--- config.mk ---
export PLATFORM = sky130hd
export DESIGN_NAME = front_panel_controller
export DESIGN_NICKNAME = d
export VERILOG_FILES = /design/src/panel_pkg.sv /design/src/front_panel_controller.sv /design/src/button_debounce.sv /design/src/press_engine.sv
export SDC_FILE = /design/constraint.sdc
export NUM_CORES = 1
export LEC_CHECK = 0
export ABC_AREA = 1
export BUFFER_PORTS_ARGS = -buffer_cell sky130_fd_sc_hd__buf_4
export CAP_MARGIN = 20
export CELL_PAD_IN_SITES_DETAIL_PLACEMENT = 2
export CELL_PAD_IN_SITES_GLOBAL_PLACEMENT = 2
export CORE_MARGIN = 10
export CORE_UTILIZATION = 34
export DETAILED_ROUTE_END_ITERATION = 8
export GPL_TIMING_DRIVEN = 0
export PLACE_DENSITY = 0.9
export SETUP_SLACK_MARGIN = 0.05
export SYNTH_ARGS = -nofsm -noshare
export SYNTH_HDL_FRONTEND = slang
export SYNTH_SLANG_ARGS = --single-unit
export TNS_END_PERCENT = 30
--- constraint.sdc ---
create_clock -name ref_clk -period 20.3 [get_ports ref_clk]
set_input_delay 4.06 -clock ref_clk [delete_from_list [all_inputs] [get_ports ref_clk]]
set_output_delay 4.06 -clock ref_clk [all_outputs]
set_load 0.01 [all_outputs]
--- src/panel_pkg.sv ---
// Shared constants, field layouts and carriers for the front panel logic.
// Assumes a single 10 MHz system clock and a synchronous active-high reset.
package panel_pkg;

  localparam int CLK_HZ = 10_000_000;
  localparam int CYC_PER_MS = CLK_HZ / 1000;

  // Times in milliseconds, and the cycle counts derived from them.
  localparam int DEBOUNCE_MS = 10;
  localparam int COINCIDE_MS = 60;
  localparam int BLINK_MS = 250;
  localparam int RPT_FIRST_MS = 500;
  localparam int RPT_SLOW_MS = 150;
  localparam int RPT_FAST_MS = 40;
  localparam int DEBOUNCE_CYC = DEBOUNCE_MS * CYC_PER_MS;
  localparam int COINCIDE_CYC = COINCIDE_MS * CYC_PER_MS;
  localparam int BLINK_CYC = BLINK_MS * CYC_PER_MS;
  localparam int RPT_FIRST_CYC = RPT_FIRST_MS * CYC_PER_MS;
  localparam int RPT_SLOW_CYC = RPT_SLOW_MS * CYC_PER_MS;
  localparam int RPT_FAST_CYC = RPT_FAST_MS * CYC_PER_MS;
  localparam logic [3:0] RPT_SPEEDUP = 4'h8;
  localparam int CNT_W = 24;

  // Button bit positions.
  localparam int NUM_BTN = 6;
  localparam int BTN_PREV = 0;
  localparam int BTN_NEXT = 1;
  localparam int BTN_LEFT = 2;
  localparam int BTN_RIGHT = 3;
  localparam int BTN_UP = 4;
  localparam int BTN_DOWN = 5;

  // Panel control list, in stepping order.
  localparam int NUM_CTL = 9;
  localparam logic [3:0] CTL_INPUT = 4'h0;
  localparam logic [3:0] CTL_STD = 4'h1;
  localparam logic [3:0] CTL_MODE = 4'h2;
  localparam logic [3:0] CTL_POS = 4'h3;
  localparam logic [3:0] CTL_SIZE = 4'h4;
  localparam logic [3:0] CTL_ASPECT = 4'h5;
  localparam logic [3:0] CTL_BORDER = 4'h6;
  localparam logic [3:0] CTL_SHARP = 4'h7;
  localparam logic [3:0] CTL_BARS = 4'h8;
  localparam logic [3:0] CTL_LAST = 4'h8;

  typedef enum logic [1:0] {
    IN_AUTO = 2'h0,
    IN_DIGITAL = 2'h1,
    IN_ANALOG = 2'h2
  } input_sel_e;

  typedef enum logic [1:0] {
    MODE_SD = 2'h0,
    MODE_1080I = 2'h1,
    MODE_720P = 2'h2
  } out_mode_e;

  typedef enum logic [1:0] {
    ASP_16X9 = 2'h0,
    ASP_4X3 = 2'h1,
    ASP_MANUAL = 2'h2
  } aspect_e;

  localparam int COORD_W = 12;
  localparam logic [3:0] BORDER_MAX = 4'hf;
  localparam logic [3:0] BORDER_RST = 4'h0;
  localparam logic [3:0] SHARP_MIN = 4'h1;
  localparam logic [3:0] SHARP_MAX = 4'h8;
  localparam logic [3:0] SHARP_RST = 4'h4;
  localparam logic STD_PAL_RST = 1'b0;
  localparam logic BARS_RST = 1'b0;
  localparam logic [COORD_W-1:0] COORD_ZERO = 12'h000;
  localparam logic [COORD_W-1:0] COORD_MAX = 12'hfff;

  typedef struct packed {
    logic prev;
    logic next;
    logic left;
    logic right;
    logic up;
    logic down;
    logic def_h;
    logic def_v;
    logic maxim;
  } action_s;

  typedef struct packed {
    input_sel_e input_sel;
    logic std_pal;
    out_mode_e mode;
    aspect_e aspect;
    logic [3:0] border;
    logic [3:0] sharp;
    logic bars;
  } settings_s;

  typedef struct packed {
    logic [COORD_W-1:0] x0;
    logic [COORD_W-1:0] y0;
    logic [COORD_W-1:0] x1;
    logic [COORD_W-1:0] y1;
  } region_s;

endpackage

--- src/front_panel_controller.sv ---
// Front panel controller of the scan converter: button navigation, the
// settings behind each panel control, the selection region and all LEDs.
// Assumes all inputs are synchronous to ref_clk; raster size comes from the
// input detector, timing offset from the software control path.
// Operation
// - Prev and next step the selected control through the control list.
// - The selected control's LED blinks for as long as it stays selected.
// - Right advances or increments the selected control; left steps back.
// - Left and right held together restore the selected control's default, only its horizontal part on position and size.
// - On position, left+right zero horizontal; up+down zero vertical position.
// - Control LED green at default value, orange otherwise.
// - A held arrow repeats its step, faster the longer it is held.
// - Input type auto-detected by default, or forced digital or analog.
// - Standard toggles 60 Hz NTSC and 50 Hz PAL; active LED green.
// - Mode cycles SD, 1080i, 720p; active mode LED green.
// - Input-valid LED green only while valid video is detected.
// - Reference LED green only when reference is valid and locked.
// - Position is upper-left, size lower-right corner; arrows move them.
// - Up+left+right on position or size maximizes keeping a 16:9 or 4:3 ratio; manual fills the raster.
// - Aspect 16:9, 4:3 or manual; pillar or letter boxes fit output.
// - Sharpness runs 1 to 8, starting at 4, selecting filter sets.
// - Bars on gives color bars and 1 kHz tone; off passes video.
// - Composite copies SD output in SD mode, shows black in HD.
// - Outputs zero-timed to reference by default, offset adjustable.
// - Border sets width of black frame around the picture.
// - Panel lock makes the device ignore every button action.
`timescale 1ns/1ps
`default_nettype none
module front_panel_controller import panel_pkg::*; #(
  parameter int DEB_CYC = DEBOUNCE_CYC,
  parameter int WIN_CYC = COINCIDE_CYC,
  parameter int BLK_CYC = BLINK_CYC,
  parameter int FIRST_CYC = RPT_FIRST_CYC,
  parameter int SLOW_CYC = RPT_SLOW_CYC,
  parameter int FAST_CYC = RPT_FAST_CYC,
  parameter int OFS_W = 20
) (
  input wire logic ref_clk,
  input wire logic rst,
  input wire logic [NUM_BTN-1:0] btn_raw,
  input wire logic panel_locked,
  input wire logic in_valid,
  input wire logic in_digital,
  input wire logic [COORD_W-1:0] raster_w,
  input wire logic [COORD_W-1:0] raster_h,
  input wire logic ref_valid,
  input wire logic ref_locked,
  input wire logic [OFS_W-1:0] timing_offset,
  output logic [NUM_CTL-1:0] ctl_led_green,
  output logic [NUM_CTL-1:0] ctl_led_orange,
  output logic led_digital,
  output logic led_analog,
  output logic led_ntsc,
  output logic led_pal,
  output logic [2:0] led_mode,
  output logic led_in_valid,
  output logic led_ref,
  output settings_s settings,
  output region_s region,
  output logic pillar_box,
  output logic letter_box,
  output logic sdi_bars,
  output logic tone_1k_en,
  output logic cvbs_copy_sd,
  output logic cvbs_black,
  output logic genlock_en,
  output logic [OFS_W-1:0] out_offset
);

  typedef struct packed {
    logic [3:0] ctl;
    settings_s set;
    region_s reg_r;
    logic [CNT_W-1:0] blink_cnt;
    logic blink_on;
    logic [NUM_CTL-1:0] green;
    logic [NUM_CTL-1:0] orange;
    logic dig;
    logic ana;
    logic ntsc;
    logic pal;
    logic [2:0] mode_led;
    logic inv;
    logic refl;
    logic pillar;
    logic letter;
    logic genlock;
    logic [OFS_W-1:0] ofs;
  } fp_state_s;

  fp_state_s s_q;
  fp_state_s s_d;
  logic [NUM_BTN-1:0] btn_lvl;
  action_s act_raw;
  action_s act;
  logic [COORD_W-1:0] rw;
  logic [COORD_W-1:0] rh;
  logic [COORD_W-1:0] mw;
  logic [COORD_W-1:0] mh;
  logic [COORD_W+3:0] tmp;
  logic [NUM_CTL-1:0] dflt;
  logic hd;

  button_debounce #(
    .N(NUM_BTN),
    .DEB_CYC(DEB_CYC)
  ) u_deb (
    .ref_clk(ref_clk),
    .rst(rst),
    .raw(btn_raw),
    .level(btn_lvl)
  );

  press_engine #(
    .WIN_CYC(WIN_CYC),
    .FIRST_CYC(FIRST_CYC),
    .SLOW_CYC(SLOW_CYC),
    .FAST_CYC(FAST_CYC)
  ) u_press (
    .ref_clk(ref_clk),
    .rst(rst),
    .btn(btn_lvl),
    .act(act_raw)
  );

  // A raster under two pixels would leave no room for two corners.
  assign rw = (raster_w < 12'h002) ? 12'h002 : raster_w;
  assign rh = (raster_h < 12'h002) ? 12'h002 : raster_h;
  assign act = panel_locked ? '0 : act_raw;

  // Largest region for the current aspect that fits the raster.
  always_comb begin
    mw = rw;
    mh = rh;
    tmp = '0;
    if (s_q.set.aspect == ASP_16X9) begin
      tmp = ({4'h0, rw} * 16'd9) >> 4;
      if (tmp[COORD_W-1:0] <= rh) begin
        mh = tmp[COORD_W-1:0];
      end else begin
        tmp = ({4'h0, rh} * 16'd16) / 16'd9;
        mw = tmp[COORD_W-1:0];
      end
    end else if (s_q.set.aspect == ASP_4X3) begin
      tmp = ({4'h0, rw} * 16'd3) >> 2;
      if (tmp[COORD_W-1:0] <= rh) begin
        mh = tmp[COORD_W-1:0];
      end else begin
        tmp = ({4'h0, rh} * 16'd4) / 16'd3;
        mw = tmp[COORD_W-1:0];
      end
    end
  end

  always_comb begin
    s_d = s_q;
    if (act.prev) begin
      s_d.ctl = (s_q.ctl == CTL_INPUT) ? CTL_LAST : s_q.ctl - 1'b1;
    end else if (act.next) begin
      s_d.ctl = (s_q.ctl == CTL_LAST) ? CTL_INPUT : s_q.ctl + 1'b1;
    end
    case (s_q.ctl)
      CTL_INPUT: begin
        if (act.right) begin
          s_d.set.input_sel = (s_q.set.input_sel == IN_ANALOG) ? IN_AUTO :
                              input_sel_e'(s_q.set.input_sel + 2'h1);
        end else if (act.left) begin
          s_d.set.input_sel = (s_q.set.input_sel == IN_AUTO) ? IN_ANALOG :
                              input_sel_e'(s_q.set.input_sel - 2'h1);
        end else if (act.def_h) begin
          s_d.set.input_sel = IN_AUTO;
        end
      end
      CTL_STD: begin
        if (act.right || act.left) begin
          s_d.set.std_pal = ~s_q.set.std_pal;
        end else if (act.def_h) begin
          s_d.set.std_pal = STD_PAL_RST;
        end
      end
      CTL_MODE: begin
        if (act.right) begin
          s_d.set.mode = (s_q.set.mode == MODE_720P) ? MODE_SD :
                         out_mode_e'(s_q.set.mode + 2'h1);
        end else if (act.left) begin
          s_d.set.mode = (s_q.set.mode == MODE_SD) ? MODE_720P :
                         out_mode_e'(s_q.set.mode - 2'h1);
        end else if (act.def_h) begin
          s_d.set.mode = MODE_SD;
        end
      end
      CTL_POS: begin
        if (act.left && s_q.reg_r.x0 != COORD_ZERO) begin
          s_d.reg_r.x0 = s_q.reg_r.x0 - 1'b1;
        end else if (act.right) begin
          s_d.reg_r.x0 = s_q.reg_r.x0 + 1'b1;
        end else if (act.up && s_q.reg_r.y0 != COORD_ZERO) begin
          s_d.reg_r.y0 = s_q.reg_r.y0 - 1'b1;
        end else if (act.down) begin
          s_d.reg_r.y0 = s_q.reg_r.y0 + 1'b1;
        end else if (act.def_h) begin
          s_d.reg_r.x0 = COORD_ZERO;
        end else if (act.def_v) begin
          s_d.reg_r.y0 = COORD_ZERO;
        end
      end
      CTL_SIZE: begin
        if (act.left && s_q.reg_r.x1 > 12'h001) begin
          s_d.reg_r.x1 = s_q.reg_r.x1 - 1'b1;
        end else if (act.right && s_q.reg_r.x1 != COORD_MAX) begin
          s_d.reg_r.x1 = s_q.reg_r.x1 + 1'b1;
        end else if (act.up && s_q.reg_r.y1 > 12'h001) begin
          s_d.reg_r.y1 = s_q.reg_r.y1 - 1'b1;
        end else if (act.down && s_q.reg_r.y1 != COORD_MAX) begin
          s_d.reg_r.y1 = s_q.reg_r.y1 + 1'b1;
        end else if (act.def_h) begin
          s_d.reg_r.x1 = rw - 1'b1;
        end else if (act.def_v) begin
          s_d.reg_r.y1 = rh - 1'b1;
        end
      end
      CTL_ASPECT: begin
        if (act.right) begin
          s_d.set.aspect = (s_q.set.aspect == ASP_MANUAL) ? ASP_16X9 :
                           aspect_e'(s_q.set.aspect + 2'h1);
        end else if (act.left) begin
          s_d.set.aspect = (s_q.set.aspect == ASP_16X9) ? ASP_MANUAL :
                           aspect_e'(s_q.set.aspect - 2'h1);
        end else if (act.def_h) begin
          s_d.set.aspect = ASP_16X9;
        end
      end
      CTL_BORDER: begin
        if (act.right && s_q.set.border != BORDER_MAX) begin
          s_d.set.border = s_q.set.border + 1'b1;
        end else if (act.left && s_q.set.border != 4'h0) begin
          s_d.set.border = s_q.set.border - 1'b1;
        end else if (act.def_h) begin
          s_d.set.border = BORDER_RST;
        end
      end
      CTL_SHARP: begin
        if (act.right && s_q.set.sharp != SHARP_MAX) begin
          s_d.set.sharp = s_q.set.sharp + 1'b1;
        end else if (act.left && s_q.set.sharp != SHARP_MIN) begin
          s_d.set.sharp = s_q.set.sharp - 1'b1;
        end else if (act.def_h) begin
          s_d.set.sharp = SHARP_RST;
        end
      end
      CTL_BARS: begin
        if (act.right || act.left) begin
          s_d.set.bars = ~s_q.set.bars;
        end else if (act.def_h) begin
          s_d.set.bars = BARS_RST;
        end
      end
      default: begin
        s_d.ctl = CTL_INPUT;
      end
    endcase
    if (act.maxim && (s_q.ctl == CTL_POS || s_q.ctl == CTL_SIZE)) begin
      s_d.reg_r = '{x0: COORD_ZERO, y0: COORD_ZERO,
                    x1: mw - 1'b1, y1: mh - 1'b1};
    end
    // Corner clamp; a shrinking raster pulls the region in with it.
    if (s_d.reg_r.x1 > rw - 1'b1) begin
      s_d.reg_r.x1 = rw - 1'b1;
    end
    if (s_d.reg_r.y1 > rh - 1'b1) begin
      s_d.reg_r.y1 = rh - 1'b1;
    end
    if (s_d.reg_r.x0 >= s_d.reg_r.x1) begin
      s_d.reg_r.x0 = s_d.reg_r.x1 - 1'b1;
    end
    if (s_d.reg_r.y0 >= s_d.reg_r.y1) begin
      s_d.reg_r.y0 = s_d.reg_r.y1 - 1'b1;
    end
    if (s_q.blink_cnt == CNT_W'(BLK_CYC - 1)) begin
      s_d.blink_cnt = '0;
      s_d.blink_on = ~s_q.blink_on;
    end else begin
      s_d.blink_cnt = s_q.blink_cnt + 1'b1;
    end
    for (int i = 0; i < NUM_CTL; i++) begin
      if (s_d.ctl == 4'(i) && !s_d.blink_on) begin
        s_d.green[i] = 1'b0;
        s_d.orange[i] = 1'b0;
      end else begin
        s_d.green[i] = dflt[i];
        s_d.orange[i] = ~dflt[i];
      end
    end
    hd = (s_d.set.mode != MODE_SD);
    s_d.dig = (s_d.set.input_sel == IN_AUTO) ? (in_valid & in_digital) :
              (s_d.set.input_sel == IN_DIGITAL);
    s_d.ana = (s_d.set.input_sel == IN_AUTO) ? (in_valid & ~in_digital) :
              (s_d.set.input_sel == IN_ANALOG);
    s_d.ntsc = ~s_d.set.std_pal;
    s_d.pal = s_d.set.std_pal;
    s_d.mode_led = {s_d.set.mode == MODE_720P, s_d.set.mode == MODE_1080I,
                    s_d.set.mode == MODE_SD};
    s_d.inv = in_valid;
    s_d.refl = ref_valid & ref_locked;
    s_d.pillar = hd && (s_d.set.aspect == ASP_4X3);
    s_d.letter = !hd && (s_d.set.aspect == ASP_16X9);
    s_d.genlock = ref_valid & ref_locked;
    s_d.ofs = s_d.genlock ? timing_offset : '0;
  end

  // Default-value flags, one per control, in control order.
  always_comb begin
    dflt = '0;
    dflt[CTL_INPUT] = (s_d.set.input_sel == IN_AUTO);
    dflt[CTL_STD] = (s_d.set.std_pal == STD_PAL_RST);
    dflt[CTL_MODE] = (s_d.set.mode == MODE_SD);
    dflt[CTL_POS] = (s_d.reg_r.x0 == COORD_ZERO) &&
                    (s_d.reg_r.y0 == COORD_ZERO);
    dflt[CTL_SIZE] = (s_d.reg_r.x1 == rw - 1'b1) &&
                     (s_d.reg_r.y1 == rh - 1'b1);
    dflt[CTL_ASPECT] = (s_d.set.aspect == ASP_16X9);
    dflt[CTL_BORDER] = (s_d.set.border == BORDER_RST);
    dflt[CTL_SHARP] = (s_d.set.sharp == SHARP_RST);
    dflt[CTL_BARS] = (s_d.set.bars == BARS_RST);
  end

  always_ff @(posedge ref_clk) begin
    if (rst) begin
      s_q <= '{ctl: CTL_INPUT,
               set: '{input_sel: IN_AUTO, std_pal: STD_PAL_RST,
                      mode: MODE_SD, aspect: ASP_16X9, border: BORDER_RST,
                      sharp: SHARP_RST, bars: BARS_RST},
               reg_r: '{x0: COORD_ZERO, y0: COORD_ZERO,
                        x1: COORD_MAX, y1: COORD_MAX},
               blink_on: 1'b1,
               default: '0};
    end else begin
      s_q <= s_d;
    end
  end

  assign ctl_led_green = s_q.green;
  assign ctl_led_orange = s_q.orange;
  assign led_digital = s_q.dig;
  assign led_analog = s_q.ana;
  assign led_ntsc = s_q.ntsc;
  assign led_pal = s_q.pal;
  assign led_mode = s_q.mode_led;
  assign led_in_valid = s_q.inv;
  assign led_ref = s_q.refl;
  assign settings = s_q.set;
  assign region = s_q.reg_r;
  assign pillar_box = s_q.pillar;
  assign letter_box = s_q.letter;
  assign sdi_bars = s_q.set.bars;
  assign tone_1k_en = s_q.set.bars;
  assign cvbs_copy_sd = (s_q.set.mode == MODE_SD);
  assign cvbs_black = (s_q.set.mode != MODE_SD);
  assign genlock_en = s_q.genlock;
  assign out_offset = s_q.ofs;

endmodule
`default_nettype wire

--- src/button_debounce.sv ---
// Debounces a group of push buttons; each output level changes only after
// its raw input has held a new level for DEB_CYC cycles.
// Assumes the raw button levels are already synchronous to ref_clk.
`timescale 1ns/1ps
`default_nettype none
module button_debounce import panel_pkg::*; #(
  parameter int N = NUM_BTN,
  parameter int DEB_CYC = DEBOUNCE_CYC
) (
  input wire logic ref_clk,
  input wire logic rst,
  input wire logic [N-1:0] raw,
  output logic [N-1:0] level
);

  typedef struct packed {
    logic [N-1:0] lvl;
    logic [N-1:0][CNT_W-1:0] cnt;
  } deb_state_s;

  deb_state_s s_q;
  deb_state_s s_d;

  always_comb begin
    s_d = s_q;
    for (int i = 0; i < N; i++) begin
      if (raw[i] == s_q.lvl[i]) begin
        s_d.cnt[i] = '0;
      end else if (s_q.cnt[i] == CNT_W'(DEB_CYC - 1)) begin
        s_d.lvl[i] = raw[i];
        s_d.cnt[i] = '0;
      end else begin
        s_d.cnt[i] = s_q.cnt[i] + 1'b1;
      end
    end
  end

  always_ff @(posedge ref_clk) begin
    if (rst) begin
      s_q <= '0;
    end else begin
      s_q <= s_d;
    end
  end

  assign level = s_q.lvl;

endmodule
`default_nettype wire

--- src/press_engine.sv ---
// Turns debounced button levels into one-cycle action pulses: it gathers
// presses over a coincidence window, decodes combinations, and repeats a
// single held arrow at a rate that rises with the hold time.
// Assumes debounced, active-high button levels.
`timescale 1ns/1ps
`default_nettype none
module press_engine import panel_pkg::*; #(
  parameter int WIN_CYC = COINCIDE_CYC,
  parameter int FIRST_CYC = RPT_FIRST_CYC,
  parameter int SLOW_CYC = RPT_SLOW_CYC,
  parameter int FAST_CYC = RPT_FAST_CYC
) (
  input wire logic ref_clk,
  input wire logic rst,
  input wire logic [NUM_BTN-1:0] btn,
  output action_s act
);

  typedef enum logic [2:0] {
    ST_IDLE = 3'b001,
    ST_GATHER = 3'b010,
    ST_HELD = 3'b100
  } press_st_e;

  typedef struct packed {
    press_st_e st;
    logic [NUM_BTN-1:0] acc;
    logic [CNT_W-1:0] cnt;
    logic [3:0] nrep;
    action_s act;
  } press_state_s;

  press_state_s s_q;
  press_state_s s_d;

  function automatic action_s decode(input logic [NUM_BTN-1:0] b);
    action_s a;
    a = '0;
    if (b[BTN_UP] && b[BTN_LEFT] && b[BTN_RIGHT]) begin
      a.maxim = 1'b1;
    end else if (b[BTN_LEFT] && b[BTN_RIGHT]) begin
      a.def_h = 1'b1;
    end else if (b[BTN_UP] && b[BTN_DOWN]) begin
      a.def_v = 1'b1;
    end else if ($onehot(b)) begin
      a.prev = b[BTN_PREV];
      a.next = b[BTN_NEXT];
      a.left = b[BTN_LEFT];
      a.right = b[BTN_RIGHT];
      a.up = b[BTN_UP];
      a.down = b[BTN_DOWN];
    end
    return a;
  endfunction

  logic [CNT_W-1:0] limit;
  logic arrow_held;

  always_comb begin
    s_d = s_q;
    s_d.act = '0;
    limit = CNT_W'(FAST_CYC - 1);
    if (s_q.nrep == 4'h0) begin
      limit = CNT_W'(FIRST_CYC - 1);
    end else if (s_q.nrep < RPT_SPEEDUP) begin
      limit = CNT_W'(SLOW_CYC - 1);
    end
    arrow_held = $onehot(s_q.acc) && (btn == s_q.acc) &&
                 (s_q.acc[BTN_PREV] == 1'b0) && (s_q.acc[BTN_NEXT] == 1'b0);
    case (s_q.st)
      ST_IDLE: begin
        if (|btn) begin
          s_d.st = ST_GATHER;
          s_d.acc = btn;
          s_d.cnt = '0;
        end
      end
      ST_GATHER: begin
        s_d.acc = s_q.acc | btn;
        s_d.cnt = s_q.cnt + 1'b1;
        if (s_q.cnt == CNT_W'(WIN_CYC - 1)) begin
          s_d.act = decode(s_d.acc);
          s_d.st = ST_HELD;
          s_d.cnt = '0;
          s_d.nrep = 4'h0;
        end
      end
      ST_HELD: begin
        if (btn == '0) begin
          s_d.st = ST_IDLE;
          s_d.acc = '0;
        end else if (arrow_held) begin
          s_d.cnt = s_q.cnt + 1'b1;
          if (s_q.cnt == limit) begin
            s_d.act = decode(s_q.acc);
            s_d.cnt = '0;
            if (s_q.nrep != RPT_SPEEDUP) begin
              s_d.nrep = s_q.nrep + 1'b1;
            end
          end
        end
      end
      default: begin
        s_d.st = ST_IDLE;
      end
    endcase
  end

  always_ff @(posedge ref_clk) begin
    if (rst) begin
      s_q <= '{st: ST_IDLE, default: '0};
    end else begin
      s_q <= s_d;
    end
  end

  assign act = s_q.act;

endmodule
`default_nettype wire

==> results of run 1 <==
[stage by stage]
stage                     instance area [µm²]  TNS, ns  setup WS (ns)  hold slack (ns)
after floorplan                         29730        0          2.455           0.4175
after global placement                  32430   -16.80         -2.613           0.4283
after detailed placement                32430   -26.81         -3.195           0.4356
after CTS                               34030        0        0.09416           0.4532
after global routing                    35020   -8.710         -1.601           0.4795
final                                   35020   -2.658        -0.7717           0.4487
[worst max-delay path: cells and delay by family]
| family | cells | cell delay (ns) |
|---|---|---|
| adders and majority gates | 7 | 1.71 |
| AOI/OAI and AO/OA | 15 | 3.10 |
| and+or+nand+nor | 83 | 11.00 |
| buffers and inverters | 16 | 1.65 |
[where the power goes]
group / leakage [nW] / switching [mW] / internal, mW / total, mW
clock network: 0.715 / 0.383 / 0.490 / 0.872
logic: 12.3 / 4.47 / 1.87 / 6.34
registers: 2.73 / 0.0568 / 0.692 / 0.749
[area by class of cell]
cell class                 instances  area, µm²  share of cell area, %
multi-input combinational       3430      19310                  55.15
sequential                       337       6746                  19.26
tap                             1155       1445                  4.126
buffer                           223       1297                  3.704
inverter                         765       2889                  8.248
timing repair buffer             245       1863                  5.319
clock buffer                      61       1242                  3.547
clock inverter                    12      216.5                 0.6180
antenna                            4      10.01                0.02858
[repair_timing]
| action | 4_1_cts | 5_1_grt |
|---|---|---|
| cloned | 0 | 2 |
| pin swaps | 4 | 45 |
| setup buffers | 7 | 65 |
| gates resized for setup | 22 | 98 |
| setup endpoints to repair | 16 | 16 |
[synth_stat cells (52+ instances only)]
library cell	n	share of area, %
ha_1	187	7.9
nand3_1	326	5.5
a21oi_1	276	4.6
inv_1	699	8.8
nand2_1	960	12
clkbuf_1	91	1.1
nor4_1	59	1.2
nand2_2	52	1.1
nor3_1	108	1.8
nand4_1	110	2.3
o21ai_0	264	4.4
nor2_1	521	6.6
buf_4	110	2.8
xor2_1	107	3.2
dfxtp_1	337	23
[state kept, by name, indices dropped and copies added, names as in the netlist, 9 cells and up]
signal and count:
u_deb.s_q 144, region 48, u_press.s_q 37, s_q 29, out_offset 20, settings 14
ctl_led_green 9, ctl_led_orange 9, u_press.act 9
[metal layers]
metal	track usage (%)	wire length, µm	vias up
li1	-	-	16070
met1	32.86	66390	19030
met2	54.13	87930	2134
met3	6.294	13490	1012
met4	19.43	15060	26
met5	0	178	-
[kinds of logic after synthesis]
| kind of cell | after synthesis | share of synthesized area [%] |
|---|---|---|
| AOI/OAI and AO/OA | 809 | 15.94 |
| buffers and inverters | 988 | 14.02 |
| DFF | 337 | 22.69 |
| xor gates and xnor gates | 133 | 3.943 |
| adders and majority gates | 193 | 8.273 |
| and+or+nand+nor | 2291 | 35.07 |
| muxes | 2 | 0.06733 |
[worst paths after layout]
check | cells past startpoint | end | start
hold / removal | 1 | u_deb.s_q[120] | u_deb.s_q[120]
setup reg to reg | 49 | ctl_led_orange[3] | settings[9]
hold reg to reg | 1 | u_deb.s_q[120] | u_deb.s_q[120]
setup / recovery | 121 | ctl_led_orange[3] | raster_h[2]
==> impl_metrics.tcl, run 1 <==
set metrics [dict create \
    cts_tree "built" \
    utilization_pct 40.37 \
    grt_pass1_vias 40690 \
    period_needed_ns 21.07 \
    yosys_warnings 0 \
    hold_violations 0 \
    violations "capacitance limit, slew limit, setup timing" \
    grt_pass1_wl_um 242500 \
    hold_class "reg -> reg" \
    dp_hpwl_um 104700 \
    synth-edff-count 0 \
    cp-start-kind "primary input" \
    skew_ns 0.05238 \
    antenna_found_initial 15 \
    die_y_um 315.7 \
    cts_buffers 41 \
    setup_viol 4 \
    slew-limit-headroom_pct -8.675 \
    hold_buffers 0 \
    max_clock_freq_mhz 47.46 \
    clkLatencyLatePin_ns 0.67 \
    start_util_pct 34.27 \
    ios 175 \
    path_class "in -> reg" \
    ir_drop_mv 0.6147 \
    port_buffers 167 \
    drt_iter0_markers 3510 \
    cp_data_required_time_ns 20.85 \
    die_x_um 315.7 \
    layout_setup_ws_ns -0.7717 \
    stdcell_count 6232 \
    wire_per_inst_um 29.37 \
    dpl.cell_count 6075 \
    ys_seq_area_share_pct 22.69 \
    syn_area_um2 29730 \
    critPathMaxStageDelay_ns 0.50 \
    grt_start_max_net_pins 14 \
    syn_to_final_growth_pct 17.80 \
    ys_async_sr_fraction_pct 0 \
    power_density_nw_per_um2 227.4 \
    grt_usage_pct 30.54 \
    drtPass1Iterations 7 \
    arrival_ns 21.62 \
    route.detailed.drc 0 \
    maxSlewViolCount 2 \
    num-fill-cells 10630 \
    clock_sinks 337 \
    root_buffer "clkbuf_16" \
    core_um2 86750 \
    min_period_over_period_pct 103.8 \
    layout_commonest_cell "nand2_1" \
    ys.flop_type "dfxtp_1" \
    critPathCaptureType "register" \
    rrSetupSlack_ns 8.04 \
    outcome "finished, violations left" \
    cts_max_level 2 \
    cpMaxStageDelayCell "o21ai_1" \
    num_vias 38280 \
    die_area_um2 99680 \
    clk_pin_slew_ns 0.06 \
    netlist_instances 4753 \
    most-common-layout-cells "nand2_1, inv_1, nor2_1, buf_4, dfxtp_1" \
    nets 5293 \
    ys_ff_latch 337 \
    crit_top_cell "nand2_1" \
    yosysUniqueCellTypes 70 \
    gp_congestion 0.8690 \
    gr-total-overflow 0 \
    clockBufferDepth 3 \
    drive_above_1_share_pct 14.27 \
    p_leak_nw 15.78 \
    worst_pin_slew_ns 1.615 \
    wirelength_um 183100 \
    synthesis.nets 5003 \
    cp_max_fo 10 \
    total_power_mw 7.964 \
    max_cap_viol_count 1 \
    syn_area_per_cell_um2 6.255 \
    ant_nets 0 \
    routed_via_density 6.142 \
    rows 108 \
]
Power figures use the tool's default switching activity.
==> run 2, diff against run 1 <==
--- a/config.mk
+++ b/config.mk
@@ -14,8 +14,8 @@
 export CORE_UTILIZATION = 34
 export DETAILED_ROUTE_END_ITERATION = 8
 export GPL_TIMING_DRIVEN = 0
-export PLACE_DENSITY = 0.9
-export SETUP_SLACK_MARGIN = 0.05
+export PLACE_DENSITY = 0.8
+export SETUP_SLACK_MARGIN = 0.3
 export SYNTH_ARGS = -nofsm -noshare
 export SYNTH_HDL_FRONTEND = slang
 export SYNTH_SLANG_ARGS = --single-unit
==> run 2 against run 1 <==
  * Clock skew fell by 0.015 ns
  * Worst setup slack gained 1.9 ns
  * First-iteration DRC count is 60% lower
  * Register-to-register slack better by 1.6 ns
  * The run now ends clean
  * Critical path depth is 2 higher
  * Fmax up 9.9%
  * Sequential cell count unchanged
  * Die area did not move
  * Sequential share of layout area fell by 0.11 points
  * Non-clock buffer count is 8 lower
==> impl_metrics.tcl, run 2 (synthesis results as in run 1) <==
set metrics [dict create \
    root_buffer "clkbuf_16" \
    ios 175 \
    cpMaxStageDelayCell "ha_1" \
    ant_nets 0 \
    slew-limit-headroom_pct 17.50 \
    hold_class "reg -> reg" \
    critPathCaptureType "register" \
    dp_hpwl_um 94050 \
    wirelength_um 121100 \
    path_class "in -> reg" \
    layout_commonest_cell "nand2_1" \
    clock_sinks 337 \
    path_buf_inv 27 \
    routed_via_density 5.292 \
    core_um2 86750 \
    max_cap_viol_count 0 \
    cp_data_required_time_ns 20.78 \
    gp_congestion 0.8861 \
    min_period_over_period_pct 94.41 \
    clk_pin_slew_ns 0.06 \
    cp-start-kind "primary input" \
    wl_met3_um 3335 \
    nets 5287 \
    outcome "complete, no violations" \
    grt_usage_pct 22.80 \
    arrival_ns 19.65 \
    worst_pin_slew_ns 1.238 \
    cp_max_fo 8 \
    maxSlewViolCount 0 \
    cts_buffers 43 \
    die_y_um 315.7 \
    gr-total-overflow 0 \
    clockBufferDepth 3 \
    grt_start_max_net_pins 14 \
    skew_ns 0.03721 \
    placed_area_um2 32440 \
    period_needed_ns 19.17 \
    die_area_um2 99680 \
    critPathMaxStageDelay_ns 0.31 \
    stdcell_area_um2 35220 \
    antenna_found_initial 2 \
    num_vias 32960 \
    port_buffers 167 \
    cts_max_level 2 \
    drive_above_1_share_pct 14.69 \
    die_x_um 315.7 \
    drt_iter0_markers 1413 \
    regMostFlops "u_deb.s_q" \
    max_clock_freq_mhz 52.18 \
    rows 108 \
    crit_top_cell "nand2_1" \
    num-fill-cells 10680 \
    wl_met1_um 56140 \
    wire_per_inst_um 19.45 \
    syn_to_final_growth_pct 18.45 \
    most-common-layout-cells "nand2_1, inv_1, nor2_1, buf_4, dfxtp_1" \
    seq_area_um2 6746 \
    grt_pass1_vias 34670 \
    wl_met2_um 59410 \
    grt_pass1_wl_um 188000 \
    cp_top_family "simple AND/OR/NAND/NOR gates" \
    top_layer "met4" \
    drtPass1Iterations 4 \
    rrSetupSlack_ns 9.64 \
    multi_input_area_um2 19430 \
    start_util_pct 34.27 \
    setup_viol 0 \
    route.detailed.drc 0 \
    cts_tree "built" \
    clkLatencyLatePin_ns 0.61 \
    largest_register_ffs 144 \
    hold_violations 0 \
]
[run 2: stage by stage]
stage	TNS (ns)	instances	util (%)	hold WS (ns)	setup slack (ns)
floorplan	0	4753	-	0.4175	2.455
CTS	0	6166	39.47	0.4552	0.3640
global placement	-19.40	6075	37.38	0.4296	-2.766
detailed placement	-19.66	6076	37.39	0.4409	-2.682
global route	-0.7569	6227	40.59	0.4770	-0.2993
finish	0	6228	40.60	0.4499	1.134
[run 2: cell type report]
| class | count | area share [%] |
|---|---|---|
| clock inverters | 22 | 1.098 |
| diodes | 2 | 0.01421 |
| repair buffers | 237 | 5.091 |
| inverters | 765 | 8.221 |
| well taps | 1155 | 4.103 |
| multi-input cells | 3430 | 55.16 |
| plain buffers | 223 | 3.691 |
| clock buffers | 57 | 3.460 |
| flip-flops and latches | 337 | 19.16 |
[run 2: per-layer routing]
layer	vias up	track usage (%)
met3	135	2.207
met5	-	0
met4	0	4.097
met2	389	40.58
met1	16360	29.75
li1	16080	-
[run 2: final timing paths]
path,to,from,cells past startpoint
worst max-delay path,ctl_led_orange[3],raster_h[4],123
worst max register to register,ctl_led_orange[3],region[13],50
worst min register to register,u_deb.s_q[0],u_deb.s_q[0],1
worst min-delay path,u_deb.s_q[0],u_deb.s_q[0],1
[run 2: repair_timing]
item                                    CTS  global route
pin swaps                                 8            56
endpoints found under the setup margin   16            16
buffers inserted                         11            57
resized for setup                        29           117
cloned                                    0             2
hold buffers                              0             0
Power of run 2 is not shown: default switching activity piles up to over one toggle a cycle in this logic, so the estimate is an artifact.
